[src/pcss_pkg.sv]
// Shared constants and types for the socket interface status bank
package pcss_pkg;
  localparam int SOCKETS = 2;
  localparam int ADDR_W = 12;
  localparam int DATA_W = 8;
  localparam logic [ADDR_W-1:0] OFS_STATUS_A = 12'h801;
  localparam logic [ADDR_W-1:0] OFS_STATUS_B = 12'h841;
  localparam logic [5:0] BANK_BASE = OFS_STATUS_A[11:6];
  localparam logic [5:0] SOCK_B_BASE = OFS_STATUS_B[11:6];
  localparam logic [5:0] LOC_STATUS = OFS_STATUS_A[5:0];
  localparam logic [5:0] LOC_PWR = 6'h02;
  localparam logic [2:0] LOC_WIN_HI = 3'h5;
  localparam int NUM_WIN = 5;
  localparam int WIN_IDX_W = 3;
  localparam int WIN_IDX_LSB = 3;
  localparam int WIN_WP_BIT = 7;
  localparam int BIT_UNUSED_TOP = 7;
  localparam int BIT_PWR = 6;
  localparam int BIT_READY = 5;
  localparam int BIT_WP = 4;
  localparam int BIT_CD2 = 3;
  localparam int BIT_CD1 = 2;
  localparam int BIT_BVD2 = 1;
  localparam int BIT_BVD1 = 0;
  localparam int PIN_W = 6;
  localparam int PIN_READY = 0;
  localparam int PIN_WP = 1;
  localparam int PIN_CD1N = 2;
  localparam int PIN_CD2N = 3;
  localparam int PIN_BVD1 = 4;
  localparam int PIN_BVD2 = 5;
  localparam int SYNC_STAGES = 2;
  localparam int VCC_MSB = 4;
  localparam int VCC_LSB = 3;
  localparam logic [1:0] VCC_OFF = 2'h0;
  localparam logic [1:0] VCC_5V = 2'h2;
  localparam logic [1:0] VCC_3V3 = 2'h3;
  localparam logic [DATA_W-1:0] PWR_WR_MASK = 8'h9B;
  localparam logic [DATA_W-1:0] REG_RST = 8'h00;
  localparam logic [DATA_W-1:0] RD_UNMAPPED = 8'h00;
  typedef enum logic [1:0] {KIND_NONE, KIND_STATUS, KIND_PWR, KIND_WIN} pcss_kind_e;
endpackage

[src/pcss_win_if.sv]
// Carrier between the decode logic and one socket's window byte bank
`timescale 1ns/1ps
interface pcss_win_if #(parameter int NWIN = pcss_pkg::NUM_WIN);
  logic wr_en;
  logic [pcss_pkg::WIN_IDX_W-1:0] wr_idx;
  logic [pcss_pkg::DATA_W-1:0] wr_data;
  logic [pcss_pkg::WIN_IDX_W-1:0] rd_idx;
  logic [pcss_pkg::DATA_W-1:0] rd_data;
  logic [NWIN-1:0] wp_vec;
  modport bank (input wr_en, wr_idx, wr_data, rd_idx, output rd_data, wp_vec);
  modport ctrl (output wr_en, wr_idx, wr_data, rd_idx, input rd_data, wp_vec);
endinterface

[src/pcss_sync.sv]
// Multi-stage level synchronizer
`timescale 1ns/1ps
module pcss_sync #(
  parameter int WIDTH = 1,
  parameter int STAGES = pcss_pkg::SYNC_STAGES
) (
  input wire logic mclk,
  input wire logic [WIDTH-1:0] din,
  output logic [WIDTH-1:0] dout
);
  import pcss_pkg::*;
  logic [WIDTH-1:0] stage_q [STAGES];
  logic [WIDTH-1:0] stage_d [STAGES];

  if (WIDTH < 1 || STAGES < 2) begin : g_bad_cfg
    $error("pcss_sync: unsupported parameters");
  end

  // First stage feeds only the second
  always_comb begin
    stage_d[0] = din;
    for (int i = 1; i < STAGES; i++) begin
      stage_d[i] = stage_q[i-1];
    end
  end

  always_ff @(posedge mclk) begin
    stage_q <= stage_d;
  end

  assign dout = stage_q[STAGES-1];
endmodule

[src/pcss_win_bank.sv]
// Memory window high offset bytes of one socket
`timescale 1ns/1ps
module pcss_win_bank #(
  parameter int NWIN = pcss_pkg::NUM_WIN
) (
  input wire logic mclk,
  input wire logic rst,
  pcss_win_if.bank bus
);
  import pcss_pkg::*;
  logic [DATA_W-1:0] mem_q [NWIN];
  logic [DATA_W-1:0] mem_d [NWIN];
  logic [DATA_W-1:0] rd_q;
  logic [DATA_W-1:0] rd_d;

  if (NWIN < 1 || NWIN > (1 << WIN_IDX_W)) begin : g_bad_cfg
    $error("pcss_win_bank: unsupported window count");
  end

  always_comb begin
    mem_d = mem_q;
    rd_d = RD_UNMAPPED;
    if (bus.wr_en && int'(bus.wr_idx) < NWIN) begin
      mem_d[bus.wr_idx] = bus.wr_data;
    end
    if (int'(bus.rd_idx) < NWIN) begin
      rd_d = mem_q[bus.rd_idx];
    end
  end

  always_ff @(posedge mclk) begin
    if (rst) begin
      mem_q <= '{default: REG_RST};
      rd_q <= REG_RST;
    end else begin
      mem_q <= mem_d;
      rd_q <= rd_d;
    end
  end

  assign bus.rd_data = rd_q;
  for (genvar w = 0; w < NWIN; w++) begin : g_wp
    assign bus.wp_vec[w] = mem_q[w][WIN_WP_BIT];
  end
endmodule

[src/pcss_status_top.sv]
// Socket interface status registers for two 16-bit card sockets
`timescale 1ns/1ps
// Behaviour
// - Top status bit always reads zero; writes to it are ignored.
// - Status register read-only; after reset top bits zero, low six live.
// - Two independent status copies: first socket at 01h, second at 41h.
// - Bit 6 shows socket power, set while programmed supply is switched on.
// - Bit 5 follows the card ready pin.
// - Bit 4 follows the write protect pin level directly.
// - Protect bit in a window high offset byte blocks writes through it.
// - Bit 3 is the inverse of the second card detect pin.
// - Bit 2 is the inverse of the first card detect pin.
// - Memory card: bit 0 follows BVD1, bit 1 follows BVD2.
// - I/O card: bit 1 follows speaker, bit 0 follows status change.
module pcss_status_top #(
  parameter int NWIN = pcss_pkg::NUM_WIN
) (
  input wire logic mclk,
  input wire logic rst,
  input wire logic reg_req,
  input wire logic reg_wr,
  input wire logic [pcss_pkg::ADDR_W-1:0] reg_addr,
  input wire logic [pcss_pkg::DATA_W-1:0] reg_wdata,
  output logic [pcss_pkg::DATA_W-1:0] reg_rdata_q,
  output logic reg_ack_q,
  input wire logic [pcss_pkg::SOCKETS-1:0] card_ready,
  input wire logic [pcss_pkg::SOCKETS-1:0] card_wp,
  input wire logic [pcss_pkg::SOCKETS-1:0] card_cd1_n,
  input wire logic [pcss_pkg::SOCKETS-1:0] card_cd2_n,
  input wire logic [pcss_pkg::SOCKETS-1:0] card_bvd1,
  input wire logic [pcss_pkg::SOCKETS-1:0] card_bvd2,
  input wire logic mem_wr_req,
  input wire logic mem_wr_sock,
  input wire logic [pcss_pkg::WIN_IDX_W-1:0] mem_wr_win,
  output logic mem_wr_ok_q,
  output logic mem_wr_blocked_q,
  output logic [pcss_pkg::SOCKETS-1:0] socket_power_on_flag_q
);
  import pcss_pkg::*;

  localparam logic [ADDR_W-1:0] PWR_A = {BANK_BASE, LOC_PWR};
  localparam logic [ADDR_W-1:0] WIN0_HI_A = {BANK_BASE, 3'h0, LOC_WIN_HI};

  logic [SOCKETS-1:0][PIN_W-1:0] pin_raw;
  logic [SOCKETS-1:0][PIN_W-1:0] pin_sync;
  logic [SOCKETS-1:0][DATA_W-1:0] status_byte;
  logic [SOCKETS-1:0][DATA_W-1:0] pwr_q;
  logic [SOCKETS-1:0][DATA_W-1:0] pwr_d;
  logic [SOCKETS-1:0] pwr_on_d;
  logic [SOCKETS-1:0][DATA_W-1:0] win_rd;
  logic [SOCKETS-1:0][NWIN-1:0] wp_all;
  logic dec_hit;
  logic dec_sock;
  logic [5:0] dec_loc;
  pcss_kind_e dec_kind;
  logic p1_valid_q;
  logic p1_valid_d;
  logic p1_rd_q;
  logic p1_rd_d;
  pcss_kind_e p1_kind_q;
  pcss_kind_e p1_kind_d;
  logic p1_sock_q;
  logic p1_sock_d;
  logic [DATA_W-1:0] p1_stat_q;
  logic [DATA_W-1:0] p1_stat_d;
  logic [DATA_W-1:0] p1_pwr_q;
  logic [DATA_W-1:0] p1_pwr_d;
  logic [DATA_W-1:0] rdata_d;
  logic ack_d;
  logic win_ok;
  logic win_wp;
  logic mem_ok_d;
  logic mem_blk_d;

  if (SOCKETS != 2 || NWIN < 1 || NWIN > (1 << WIN_IDX_W)) begin : g_bad_cfg
    $error("pcss_status_top: unsupported configuration");
  end

  ////////////////////////////////////////////////////////////////////////////
  // Socket pins into the register clock domain

  // BVD lines double as STSCHG (bit 0) and SPKR (bit 1) on I/O cards
  always_comb begin
    for (int s = 0; s < SOCKETS; s++) begin
      pin_raw[s][PIN_READY] = card_ready[s];
      pin_raw[s][PIN_WP] = card_wp[s];
      pin_raw[s][PIN_CD1N] = card_cd1_n[s];
      pin_raw[s][PIN_CD2N] = card_cd2_n[s];
      pin_raw[s][PIN_BVD1] = card_bvd1[s];
      pin_raw[s][PIN_BVD2] = card_bvd2[s];
    end
  end

  pcss_sync #(
    .WIDTH(SOCKETS * PIN_W),
    .STAGES(SYNC_STAGES)
  ) u_pin_sync (
    .mclk(mclk),
    .din(pin_raw),
    .dout(pin_sync)
  );

  ////////////////////////////////////////////////////////////////////////////
  // Live status byte, one per socket

  always_comb begin
    for (int s = 0; s < SOCKETS; s++) begin
      status_byte[s] = REG_RST;
      status_byte[s][BIT_UNUSED_TOP] = 1'b0;
      status_byte[s][BIT_PWR] = socket_power_on_flag_q[s];
      status_byte[s][BIT_READY] = pin_sync[s][PIN_READY];
      status_byte[s][BIT_WP] = pin_sync[s][PIN_WP];
      status_byte[s][BIT_CD2] = !pin_sync[s][PIN_CD2N];
      status_byte[s][BIT_CD1] = !pin_sync[s][PIN_CD1N];
      status_byte[s][BIT_BVD2] = pin_sync[s][PIN_BVD2];
      status_byte[s][BIT_BVD1] = pin_sync[s][PIN_BVD1];
    end
  end

  ////////////////////////////////////////////////////////////////////////////
  // Address decode

  always_comb begin
    dec_hit = 1'b0;
    dec_sock = 1'b0;
    dec_loc = reg_addr[5:0];
    dec_kind = KIND_NONE;
    if (reg_addr[11:6] == SOCK_B_BASE) begin
      dec_hit = 1'b1;
      dec_sock = 1'b1;
    end else if (reg_addr[11:6] == BANK_BASE) begin
      dec_hit = 1'b1;
    end
    if (dec_hit) begin
      if (dec_loc == LOC_STATUS) begin
        dec_kind = KIND_STATUS;
      end else if (dec_loc == LOC_PWR) begin
        dec_kind = KIND_PWR;
      end else if (dec_loc[2:0] == LOC_WIN_HI && int'(dec_loc[5:3]) < NWIN) begin
        dec_kind = KIND_WIN;
      end
    end
  end

  ////////////////////////////////////////////////////////////////////////////
  // Power control bytes; status writes fall through untouched

  always_comb begin
    pwr_d = pwr_q;
    for (int s = 0; s < SOCKETS; s++) begin
      if (reg_req && reg_wr && dec_kind == KIND_PWR && dec_sock == 1'(s)) begin
        pwr_d[s] = reg_wdata & PWR_WR_MASK;
      end
      pwr_on_d[s] = (pwr_d[s][VCC_MSB:VCC_LSB] == VCC_5V) ||
                    (pwr_d[s][VCC_MSB:VCC_LSB] == VCC_3V3);
    end
  end

  ////////////////////////////////////////////////////////////////////////////
  // Window byte banks

  for (genvar s = 0; s < SOCKETS; s++) begin : g_sock
    pcss_win_if #(.NWIN(NWIN)) wif ();
    assign wif.wr_en = reg_req && reg_wr && dec_kind == KIND_WIN && dec_sock == 1'(s);
    assign wif.wr_idx = reg_addr[WIN_IDX_LSB +: WIN_IDX_W];
    assign wif.wr_data = reg_wdata;
    assign wif.rd_idx = reg_addr[WIN_IDX_LSB +: WIN_IDX_W];
    assign win_rd[s] = wif.rd_data;
    assign wp_all[s] = wif.wp_vec;
    pcss_win_bank #(.NWIN(NWIN)) u_bank (
      .mclk(mclk),
      .rst(rst),
      .bus(wif.bank)
    );
  end

  ////////////////////////////////////////////////////////////////////////////
  // Two-stage read pipeline

  always_comb begin
    p1_valid_d = reg_req;
    p1_rd_d = reg_req && !reg_wr;
    p1_kind_d = dec_kind;
    p1_sock_d = dec_sock;
    p1_stat_d = status_byte[dec_sock];
    p1_pwr_d = pwr_q[dec_sock];
    ack_d = p1_valid_q;
    rdata_d = RD_UNMAPPED;
    if (p1_rd_q) begin
      case (p1_kind_q)
        KIND_STATUS: rdata_d = p1_stat_q;
        KIND_PWR: rdata_d = p1_pwr_q;
        KIND_WIN: rdata_d = win_rd[p1_sock_q];
        default: rdata_d = RD_UNMAPPED;
      endcase
    end
  end

  ////////////////////////////////////////////////////////////////////////////
  // Write-protect check for card memory writes

  always_comb begin
    win_ok = int'(mem_wr_win) < NWIN;
    win_wp = 1'b0;
    if (win_ok) begin
      win_wp = wp_all[mem_wr_sock][mem_wr_win];
    end
    mem_ok_d = mem_wr_req && win_ok && !win_wp;
    mem_blk_d = mem_wr_req && !(win_ok && !win_wp);
  end

  ////////////////////////////////////////////////////////////////////////////
  // State registers

  always_ff @(posedge mclk) begin
    if (rst) begin
      pwr_q <= {SOCKETS{REG_RST}};
      socket_power_on_flag_q <= '0;
      p1_valid_q <= 1'b0;
      p1_rd_q <= 1'b0;
      p1_kind_q <= KIND_NONE;
      p1_sock_q <= 1'b0;
      p1_stat_q <= REG_RST;
      p1_pwr_q <= REG_RST;
      reg_rdata_q <= RD_UNMAPPED;
      reg_ack_q <= 1'b0;
      mem_wr_ok_q <= 1'b0;
      mem_wr_blocked_q <= 1'b0;
    end else begin
      pwr_q <= pwr_d;
      socket_power_on_flag_q <= pwr_on_d;
      p1_valid_q <= p1_valid_d;
      p1_rd_q <= p1_rd_d;
      p1_kind_q <= p1_kind_d;
      p1_sock_q <= p1_sock_d;
      p1_stat_q <= p1_stat_d;
      p1_pwr_q <= p1_pwr_d;
      reg_rdata_q <= rdata_d;
      reg_ack_q <= ack_d;
      mem_wr_ok_q <= mem_ok_d;
      mem_wr_blocked_q <= mem_blk_d;
    end
  end
endmodule

[config.mk]
export PLATFORM = sky130hd
export DESIGN_NAME = pcss_status_top
export DESIGN_NICKNAME = d
export VERILOG_FILES = /design/src/pcss_pkg.sv /design/src/pcss_win_if.sv /design/src/pcss_sync.sv /design/src/pcss_win_bank.sv /design/src/pcss_status_top.sv
export SDC_FILE = /design/constraint.sdc
export NUM_CORES = 1
export LEC_CHECK = 0
export BUFFER_PORTS_ARGS = -buffer_cell sky130_fd_sc_hd__buf_4
export CAP_MARGIN = 20
export CORE_MARGIN = 2
export CORE_UTILIZATION = 50
export CTS_BUF_LIST = sky130_fd_sc_hd__clkbuf_16
export CTS_CLUSTER_DIAMETER = 80
export DETAILED_ROUTE_END_ITERATION = 16
export PLACE_DENSITY = 0.81
export SYNTH_ARGS = -nofsm -noshare
export SYNTH_HDL_FRONTEND = slang
export SYNTH_HIERARCHICAL = 1
export SYNTH_SLANG_ARGS = --single-unit
[constraint.sdc]
create_clock -name mclk -period 1.6 [get_ports mclk]
set_input_delay 0.16 -clock mclk [delete_from_list [all_inputs] [get_ports mclk]]
set_output_delay 0.16 -clock mclk [all_outputs]
set_load 0.005 [all_outputs]
==> Word-level counts from Yosys, hierarchy flattened <==
Index checks and enable logic that the tools add are counted.
{ "word_totals": {"elab_cells": 113, "romBits": 0, "mem_bits_rw": 0, "inputBits": 41, "out_inout_bits": 13, "regBits": 164, "mem_count": 0, "latch_bits": 0} }
{ "classes": {"n_eq_ne": 14, "n_div": 0, "order_cmp": 8, "bitwise": 4, "shift": 0, "muxes": 31, "multipliers": 0, "addsub": 0, "reduce_logical": 27} }
{ "ops": {"columns": ["cell", "count"], "rows": [
  ["$bwmux 40", 2],
  ["$mux 8", 10],
  ["$bmux 8 s3", 2],
  ["$demux 8 s3", 1],
  ["$pmux 8 s3", 1],
  ["$mux 5", 4],
  ["$eq 2x2->1 const B", 8],
  ["$logic_and 1x1->1", 16],
  ["$eq 6x6->1 const B", 2],
  ["$mux 2", 4],
  ["$logic_not 1->1", 7],
  ["$mux 7", 1],
  ["$eq 6x1->1 const B", 1],
  ["$eq 6x2->1 const B", 1],
  ["$lt 1x2->1 const B", 3],
  ["$lt 3x3->1 const B", 2],
  ["$mux 1", 5],
  ["$ge 4x4->1 const B", 1],
  ["$lt 3x4->1 const B", 1],
  ["$lt 4x1->1 const B", 1],
  ["$not 3->4", 1],
  ["$reduce_or 2->1", 2],
  ["$bmux 1 s3", 1],
  ["$eq 3x3->1 const B", 1],
  ["other kinds (3)", 6]
]} }

==> Depth between registers and ports, before layout <==
Gate-level depths: netlist of the first run.
{ "logic_depth": {"depth_word": 12, "depth_mapped": 7, "depth_no_buf": 6} }

==> Hierarchy <==
The synthesis of the first run kept the hierarchy.
{ "modules_own_cells": {"columns": ["mod", "n_inst", "seq_area_each_um2", "cells_per_inst", "area_per_inst_um2"], "rows": [
  ["pcss_win_bank", 2, 960.9, 204, 2047.0],
  ["pcss_status_top", 1, 740.7, 169, 1600.3],
  ["pcss_sync", 1, 480.5, 24, 480.5]
]} }

==> Least setup slack after synthesis of the first run <==
OpenSTA, ideal clock, no wires.
{ "synth_path": {"path_kind": "input -> register", "start": "in reg_addr[4] in the netlist's numbering", "end": "reg g_sock[0].u_bank.mem_q (netlist bit g_sock[0].u_bank/bus.wp_vec[0])", "cell_stages": 7, "arrival_time_ns": 1.562, "t_required_ns": 1.468, "setup_slack_ns": -0.094, "n_path_buf": 1, "setup_ns": 0.132, "path_cell_list": "or2_2 -> a21o_1 -> nor2_1 -> or4b_1 -> buf_2 -> nand2_1 -> a21oi_1"} }
{ "synth_between": {"elab_chain_len": 10, "word_cells_on_any_way": 19, "cone_classes": "3 x order compare; 3 x eq/ne; 7 x mux; 1 x bitwise; 5 x reduce/logical"} }
{ "synth_rtl": {"columns": ["element", "line", "rtl"], "rows": [
  ["start, declared", "pcss_status_top.sv:22", "input wire logic [pcss_pkg::ADDR_W-1:0] reg_addr,"],
  ["$lt 3x3->1", "pcss_status_top.sv:139", "end else if (dec_loc[2:0] == LOC_WIN_HI && int'(dec_loc[5:3]) < NWIN) begin"],
  ["$logic_and 1x1->1", "pcss_status_top.sv:139", null],
  ["$mux 2", "pcss_status_top.sv:139", null],
  ["$mux 2", "pcss_status_top.sv:137", "end else if (dec_loc == LOC_PWR) begin"],
  ["$mux 2 (*)", "pcss_status_top.sv:135", "if (dec_loc == LOC_STATUS) begin"],
  ["$mux 2 (*)", "pcss_status_top.sv:134", "if (dec_hit) begin"],
  ["$eq 2x2->1 (*)", "pcss_status_top.sv:164", "assign wif.wr_en = reg_req && reg_wr && dec_kind == KIND_WIN && dec_sock == 1'(s);"],
  ["$logic_and 1x1->1 (*) (2 in a row)", "pcss_status_top.sv:164", null],
  ["named net g_sock[0].wif.wr_en", "pcss_win_if.sv:4", "logic wr_en;"],
  ["$logic_and 1x1->1 (*)", "pcss_win_bank.sv:23", "if (bus.wr_en && int'(bus.wr_idx) < NWIN) begin"],
  ["end signal, assigned", "pcss_win_bank.sv:36", "mem_q <= mem_d;"],
  ["end, declared", "pcss_win_bank.sv:11", "logic [DATA_W-1:0] mem_q [NWIN];"]
]} }
The timed path passes the listed nets; every way through them passes the cells marked *.
A chain may end at the register's enable or synchronous reset.

==> Worst setup path after layout of the first run <==
{ "layout_path": {"start": "in reg_addr[6] in the netlist's numbering", "end": "reg g_sock[0].u_bank/mem_q[19] in the netlist's numbering"} }
{ "layout_between": {"elab_chain_len": 8, "word_cells_on_any_way": 11, "cone_classes": "3 x eq/ne; 4 x mux; 1 x bitwise; 3 x reduce/logical"} }
{ "layout_rtl": {"columns": ["element", "line", "rtl"], "rows": [
  ["$eq 6x6->1", "pcss_status_top.sv:131", "end else if (reg_addr[11:6] == BANK_BASE) begin"],
  ["$mux 1", "pcss_status_top.sv:131", null],
  ["$mux 1", "pcss_status_top.sv:128", "if (reg_addr[11:6] == SOCK_B_BASE) begin"],
  ["$mux 2", "pcss_status_top.sv:134", null],
  ["$eq 2x2->1", "pcss_status_top.sv:164", null],
  ["$logic_and 1x1->1", "pcss_status_top.sv:164", null],
  ["$logic_and 1x1->1 (*)", "pcss_status_top.sv:164", null],
  ["named net g_sock[0].wif.wr_en", "pcss_win_if.sv:4", null],
  ["$logic_and 1x1->1 (*)", "pcss_win_bank.sv:23", null]
]} }
Marked as above.

==> summary.md, run 1 <==
| Metric | Value |
|---|---|
| Syn. warnings | `6` |
| Initial core utilization | `0.514` |
| Largest net degree at the start of global routing | `41` |
| Max Slew Vio Count | `0` |
| WP buf/inv | `3` |
| Min-delay worst type | `input pin to register` |
| Via density | `5.59` |
| Net count, final | `734` |
| VDD IR max | `0.773 mV` |
| Syn Inst Count | `around 600` |
| Critical Path, Cell by Cell | `buf_4 > nor4b_2 > nand2_1 > nor2_2 > buf_4 > and4bb_2 > buf_4 > mux2i_1 > nor2_1` |
| Worst setup SP type | `input pin` |
| Final setup vio count | `0` |
| Share of layout cells above drive strength 1 | `0.244` |
| Post-CTS setup buffers | `0` |
| Most Frequent Cell on Critical Path | `buf_4` |
| Routability Congestion | `0.900` |
| Worst-Margin Slew | `between 0.4 and 0.5 ns` |
| Post-synthesis simple-gate area fraction | `0.180` |
| Fin util | `0.639` |
| Maximum clock path buffer count | `2` |
| Synth top area cells | `dfxtp_1 51%, mux2i_1 15%, nor2_1 5.4%, nand2_1 4.1%, a21oi_1 3.2%` |
| LEAKAGE | `3.05 nW` |
| Global route overflow | `0` |
| Final hold vios | `0` |
| Port Buf Inserts | `between 50 and 60` |
| Share of the synthesized area in the top cell type | `0.509` |
| Chip height | `115 um` |
| Synth Area in Adders | `0` |
| Fillers | `892` |
| FFs w/ async S/R, synth | `0` |
| Family with the most delay on the worst path | `simple AND/OR/NAND/NOR gates` |
| Avg Cell Area, Syn | `around 10 um^2` |
| Area of the multi-input gates | `~0.0028 mm^2` |
| DRT antenna net count | `0` |
| Io pins | `between 50 and 60` |
| Ys flop type | `dfxtp_1` |
| Worst Path Required | `around 1.9 ns` |
| Slew headroom | `0.719` |
| PwrDens | `around 1100 mW/mm^2` |
| CORE AREA | `0.0120 mm^2` |
| # rows | `40` |
| Final Cycle Share | `0.966` |
| Crit path max fanout | `4` |
| Total power | `8.55 mW` |
| Clock Latency Late Sink | `around 0.43 ns` |
| DRT Pass-1 Iters | `5` |
| Area Growth Syn to Fin | `24.3%` |
| Die W | `roughly 120 um` |
| Post-DP HPWL | `10.2 mm` |
| Peak Freq | `between 600 and 700 MHz` |
| Multiplexer share of the synthesized area | `0.191` |
| Crit. End Element | `register` |
| CTS tree | `yes` |
| Library cells used by synthesis | `44` |
| Final Skew | `approximately 0.011 ns` |
| Drc violations | `0` |
| H-tree levels | `4` |
| Die area | `0.0133 mm^2` |
| Post-Synth XOR/XNOR Area | `0` |
| Vias in the first global route | `around 4800` |
| Combinational family with the most area after synthesis | `multiplexers` |
| EDFF count, synth | `0` |
| Vias | `roughly 4800` |
| Crit path time final | `~1.5 ns` |
| Pre-CTS setup slack | `-0.371 ns` |
| FF+latch area | `0.00314 mm^2` |
| Syn nets | `about 640` |
| WL/cell | `17.7 um` |
| Crit path DAT | `around 1.9 ns` |
| Global-route wire length before repair | `24.1 mm` |
| Initial antenna violation count | `1` |
| RSZ-0062 raised after global routing | `false` |
| Status | `finished, final reports clean` |
| Final WS setup | `between 0.05 and 0.06 ns` |
| Slowest cell on the critical path | `nor4b_2` |
| Number of synthesized register bits | `157` |
| Clk slew on worst S/H paths | `0.07 ns` |
| Post-synthesis sequential area ratio | `0.509` |
| Total Routing Usage GR | `0.238` |
| CTS sink cnt | `157` |
| Max incr delay on CP | `0.35 ns` |
| Max-cap violations | `0` |
| WS Path Type | `input pin to register` |
| CTS Root Cell | `clkbuf_16` |
| Num CTS Buffers | `17` |
| Compound-Gate Fraction of Synth Area | `0.0699` |
| Cell taking the most area after synthesis | `dfxtp_1` |
| Synth Cell Area | `0.00617 mm^2` |
| Iter 0 DRT Violations | `286` |
| Total Wirelength | `15.1 mm` |
synth_stat cells, types with 3 or more instances:
cell type and n:
a211oi_1 3, a21oi_1 39, a221o_1 16, a22oi_1 4, and4bb_2 6, buf_1 9, buf_2 8, buf_4 18
clkbuf_1 6, dfxtp_1 157, mux2_2 14, mux2_4 4, mux2i_1 94, nand2_1 67, nand3_1 3, nand4_1 4
nand4b_1 3, nor2_1 89, nor2b_1 5, nor4_1 17
timing repair:
item / 4_1_cts / 5_1_grt
hold endpoints to repair: 16 / 0
hold buffers: 15 / 0
resized for setup: 0 / 2
endpoints found under the setup margin: 0 / 30
worst register-to-register path: stages, from the launching register on:
cell     delay, ns
dfxtp_1       0.33
mux4_2        0.47
or3_1         0.31
nand4_1       0.16
and3b_1       0.18
report_power, final:
part           internal [mW]  switching [mW]  total [mW]
sequential              3.96          0.0136        3.97
clock                   2.48            1.67        4.15
combinational          0.194           0.239       0.433
path summary, 6_finish.rpt:
kind / from / to / slack [ns] / cells after the start
min: reg_addr[11] / p1_kind_q[1] / 0.05 / 3
max reg2reg: g_sock[1].u_bank/bus.wp_vec[4] / mem_wr_ok_q / 0.08 / 4
max: reg_addr[6] / g_sock[0].u_bank/mem_q[19] / 0.05 / 9
min reg2reg: u_pin_sync/stage_d[6] / u_pin_sync/dout[6] / 0.33 / 0
cell usage in the layout (no fill, tap or decap), drive strengths merged, types with 4 or more instances in the layout:
master	count
buf	105
dlygate4sd3	15
nor2	89
dfxtp	157
nor4b	5
clkbuf	17
mux2i	94
nor4	17
and4bb	7
nand2	67
nand4	4
nor2b	5
clkinvlp	4
inv	6
mux2	18
a22oi	4
nor3b	4
a221o	16
a21oi	39
flip-flops by register name, summed over array words and instances, names as in the netlist, 2 cells and up, named ones only:
signal and flops:
g_sock.u_bank/mem_q 70, g_sock.u_bank/bus.rd_data 16, u_pin_sync/dout 12, u_pin_sync/stage_d 12, g_sock.u_bank/bus.wp_vec 10, reg_rdata_q 8
p1_stat_q 7, pwr_q 6, p1_pwr_q 4, p1_kind_q 2
metal layers:
layer | wire [um] | GRT usage
met5 | 0 | 0
met4 | 348 | 0.0956
met3 | 978 | 0.0754
met2 | 7560 | 0.402
met1 | 6250 | 0.282
area by class of cell:
type	instances	share of cell area
Sequential cell	157	0.410
Multi-Input combinational cell	396	0.359
Timing Repair Buffer	120	0.127
Clock buffer	17	0.0554
Clock inverter	15	0.0245
Tap cell	147	0.0240
Inverter	1	0.000489
Antenna cell	1	0.000326
through the flow:
stage	cell area, um^2	TNS [ns]	std cells	hold slack [ns]
after global placement	6890	-16.97	806	0.265
after CTS	7660	0	853	0.0310
after global routing	7670	0	853	0.0467
after detailed placement	6890	-21.06	806	0.266
after floorplan	6190	0	601	0.188
final	7670	0	854	0.0487
logic make-up (layout without fill, tap and decap cells):
group	count (synthesis)	count (layout)
other	0	1
multiplexers	113	113
AO/OA/AOI/OAI	65	65
AND/OR/NAND/NOR	218	218
buffers and inverters	48	153
flip-flops	157	157
Note: power is estimated with default switching activity, not from simulation.
==> run 2, diff against run 1 <==
--- a/config.mk
+++ b/config.mk
@@ -15,5 +15,4 @@
 export PLACE_DENSITY = 0.81
 export SYNTH_ARGS = -nofsm -noshare
 export SYNTH_HDL_FRONTEND = slang
-export SYNTH_HIERARCHICAL = 1
 export SYNTH_SLANG_ARGS = --single-unit
==> summary.md, run 2 <==
| Metric | Value |
|---|---|
| Status | `finished, final reports clean` |
| Worst-Margin Slew | `0.893 ns` |
| Maximum clock path buffer count | `2` |
| DRT antenna net count | `0` |
| Iter 0 DRT Violations | `415` |
| CORE AREA | `0.0122 mm^2` |
| Number of synthesized register bits | `157` |
| VDD IR max | `0.891 mV` |
| Avg Cell Area, Syn | `~11 um^2` |
| # hold bufs at CTS | `13` |
| Crit path max fanout | `8` |
| Most used cells in the layout excluding fill and tap cells | `157 x dfxtp_1, 114 x mux2i_1, 101 x nand2b_1, 81 x buf_4, 45 x nor2_1` |
| Crit. End Element | `register` |
| PwrDens | `1060 mW/mm^2` |
| Post-DP HPWL | `between 9 and 10 mm` |
| WS Path Type | `input pin to register` |
| Io pins | `54` |
| Max reg flops | `70` |
| Most common library cells after synthesis | `157 x dfxtp_1, 114 x mux2i_1, 101 x nand2b_1` |
| Num CTS Buffers | `17` |
| CTS sink cnt | `157` |
| Post-synthesis sequential area ratio | `0.499` |
| Syn Inst Count | `566` |
| EDFF count, synth | `0` |
| # rows | `40` |
| Library cells used by synthesis | `42` |
| Net count, final | `~680` |
| Syn. warnings | `0` |
| CTS Root Cell | `clkbuf_16` |
| Share of the synthesized area in the top cell type | `0.499` |
| DRT Pass-1 Iters | `9` |
| Antenna cells | `0` |
| CTS tree | `yes` |
| Total power | `8.12 mW` |
| Worst Reg2Reg Path Length in Cells | `4` |
| Ys flop type | `dfxtp_1` |
| Commonest non-fill, non-tap cell in the layout | `dfxtp_1` |
| Synth top area cells | `dfxtp_1 50%, mux2i_1 18%, nand2b_1 10%, nand3_4 2.8%, nor2_1 2.7%` |
| RSZ-0062 raised after global routing | `false` |
| Final hold vios | `0` |
| Worst setup SP type | `input pin` |
| Routability Congestion | `0.823` |
| Drc violations | `0` |
| Family with the most delay on the worst path | `simple AND/OR/NAND/NOR gates` |
| Min-delay worst type | `input pin to register` |
| WL/cell | `17.7 um` |
| Hold-critical path depth | `2` |
| Initial antenna violation count | `0` |
| Vias | `4452` |
| Cell taking the most area after synthesis | `dfxtp_1` |
| Final Non-Filler Cells | `just over 800` |
| Port Buf Inserts | `53` |
| Stages on worst setup path | `5` |
| Worst Path Required | `1.88 ns` |
| Critical Path, Cell by Cell | `dlygate4sd3_1 > buf_4 > and3_1 > nand3_4 > mux2i_1` |
| Clock Latency Late Sink | `0.42 ns` |
| Fin util | `0.629` |
| Total Routing Usage GR | `0.229` |
| Max-cap violations | `0` |
| Post-CTS setup buffers | `0` |
| Share of layout cells above drive strength 1 | `0.218` |
| WP buf/inv | `2` |
| Largest Register | `g_sock.u_bank.mem_q` |
| Die area | `approximately 0.014 mm^2` |
| Max Slew Vio Count | `0` |
| Fillers | `951` |
| Initial core utilization | `0.518` |
| Slew headroom | `0.402` |
| LEAKAGE | `3.45 nW` |
| Slowest cell on the critical path | `dlygate4sd3_1` |
| Area Growth Syn to Fin | `21.5%` |
| H-tree levels | `4` |
| FFs w/ async S/R, synth | `0` |
| Max incr delay on CP | `~0.53 ns` |
| Final Skew | `between 0.005 and 0.006 ns` |
| Crit path DAT | `1.76 ns` |
| Via density | `5.44` |
| Syn nets | `607` |
| Total Wirelength | `14.5 mm` |
| Largest net degree at the start of global routing | `53` |
| Die W | `between 100 and 150 um` |
| DP Cell Count | `776` |
| Vias in the first global route | `about 4500` |
| Global route overflow | `0` |
| Crit path time final | `1.48 ns` |
| PostCTS Resize Cnt | `0` |
| Chip height | `about 120 um` |
| Synth Cell Area | `0.00630 mm^2` |
| Most numerous cell in the Yosys netlist | `dfxtp_1` |
| Global-route wire length before repair | `23.2 mm` |
| Final Cycle Share | `0.923` |
| Clk slew on worst S/H paths | `0.06 ns` |
| Peak Freq | `677 MHz` |
| Final setup vio count | `0` |
-- run 2: cell types whose count changed in the layout (fill, tap and decap cells not counted), sizes merged, moves of 6 or more --
cell,previous run,this run
buf,105,84
and4bb,7,1
nand3,3,13
a222oi,0,16
nor4,17,0
a22o,0,12
nand2b,2,102
mux2i,94,114
a221o,16,0
nor2,89,46
a21oi,39,4
nand2,67,2
-- run 2: through the flow --
stage / hold WS, ns / cell area (um^2) / TNS (ns) / setup slack [ns]
floorplan: 0.188 / 6300 / 0 / 0.0902
global placement: 0.264 / 6990 / -2.10 / -0.0960
detailed placement: 0.266 / 6990 / -3.48 / -0.146
CTS: 0.00557 / 7650 / 0 / 0.131
global route: 0.0121 / 7650 / 0 / 0.0565
finish: 0.0261 / 7650 / 0 / 0.124
-- run 2: worst paths after layout --
check	startpoint	endpoint	slack, ns
setup / recovery	reg_wr	g_sock[1].u_bank.mem_q[29]	0.12
hold / removal	reg_req	ack_d	0.03
setup reg to reg	g_sock[1].u_bank.bus.wp_vec[0]	mem_wr_blocked_q	0.25
hold reg to reg	u_pin_sync.stage_d[10]	u_pin_sync.dout[10]	0.33
-- run 2: kinds of logic after synthesis --
group                  count (synthesis)  synth area share
AOI/OAI and AO/OA                     49            0.0660
buffers and inverters                 45            0.0318
DFF                                  157             0.499
muxes                                129             0.210
and+or+nand+nor                      186             0.193
-- run 2: cell type report --
cell class / count / area [um^2] / area share
clock inverters: 13 / 111 / 0.0145
inverters: 3 / 11.3 / 0.00147
well taps: 168 / 210 / 0.0275
clock buffers: 17 / 425 / 0.0556
flip-flops and latches: 157 / 3140 / 0.411
repair buffers: 97 / 798 / 0.104
multi-input cells: 364 / 2960 / 0.386
-- run 2: layer usage --
layer	routed length, um	track usage
met2	7110	0.380
met5	0	0
met3	698	0.0618
met4	318	0.101
met1	6400	0.280
-- run 2: power breakdown --
group / switching [mW] / internal (mW) / total [mW]
Sequential: 0.0135 / 3.96 / 3.97
Combinational: 0.228 / 0.217 / 0.445
Clock: 1.47 / 2.23 / 3.70
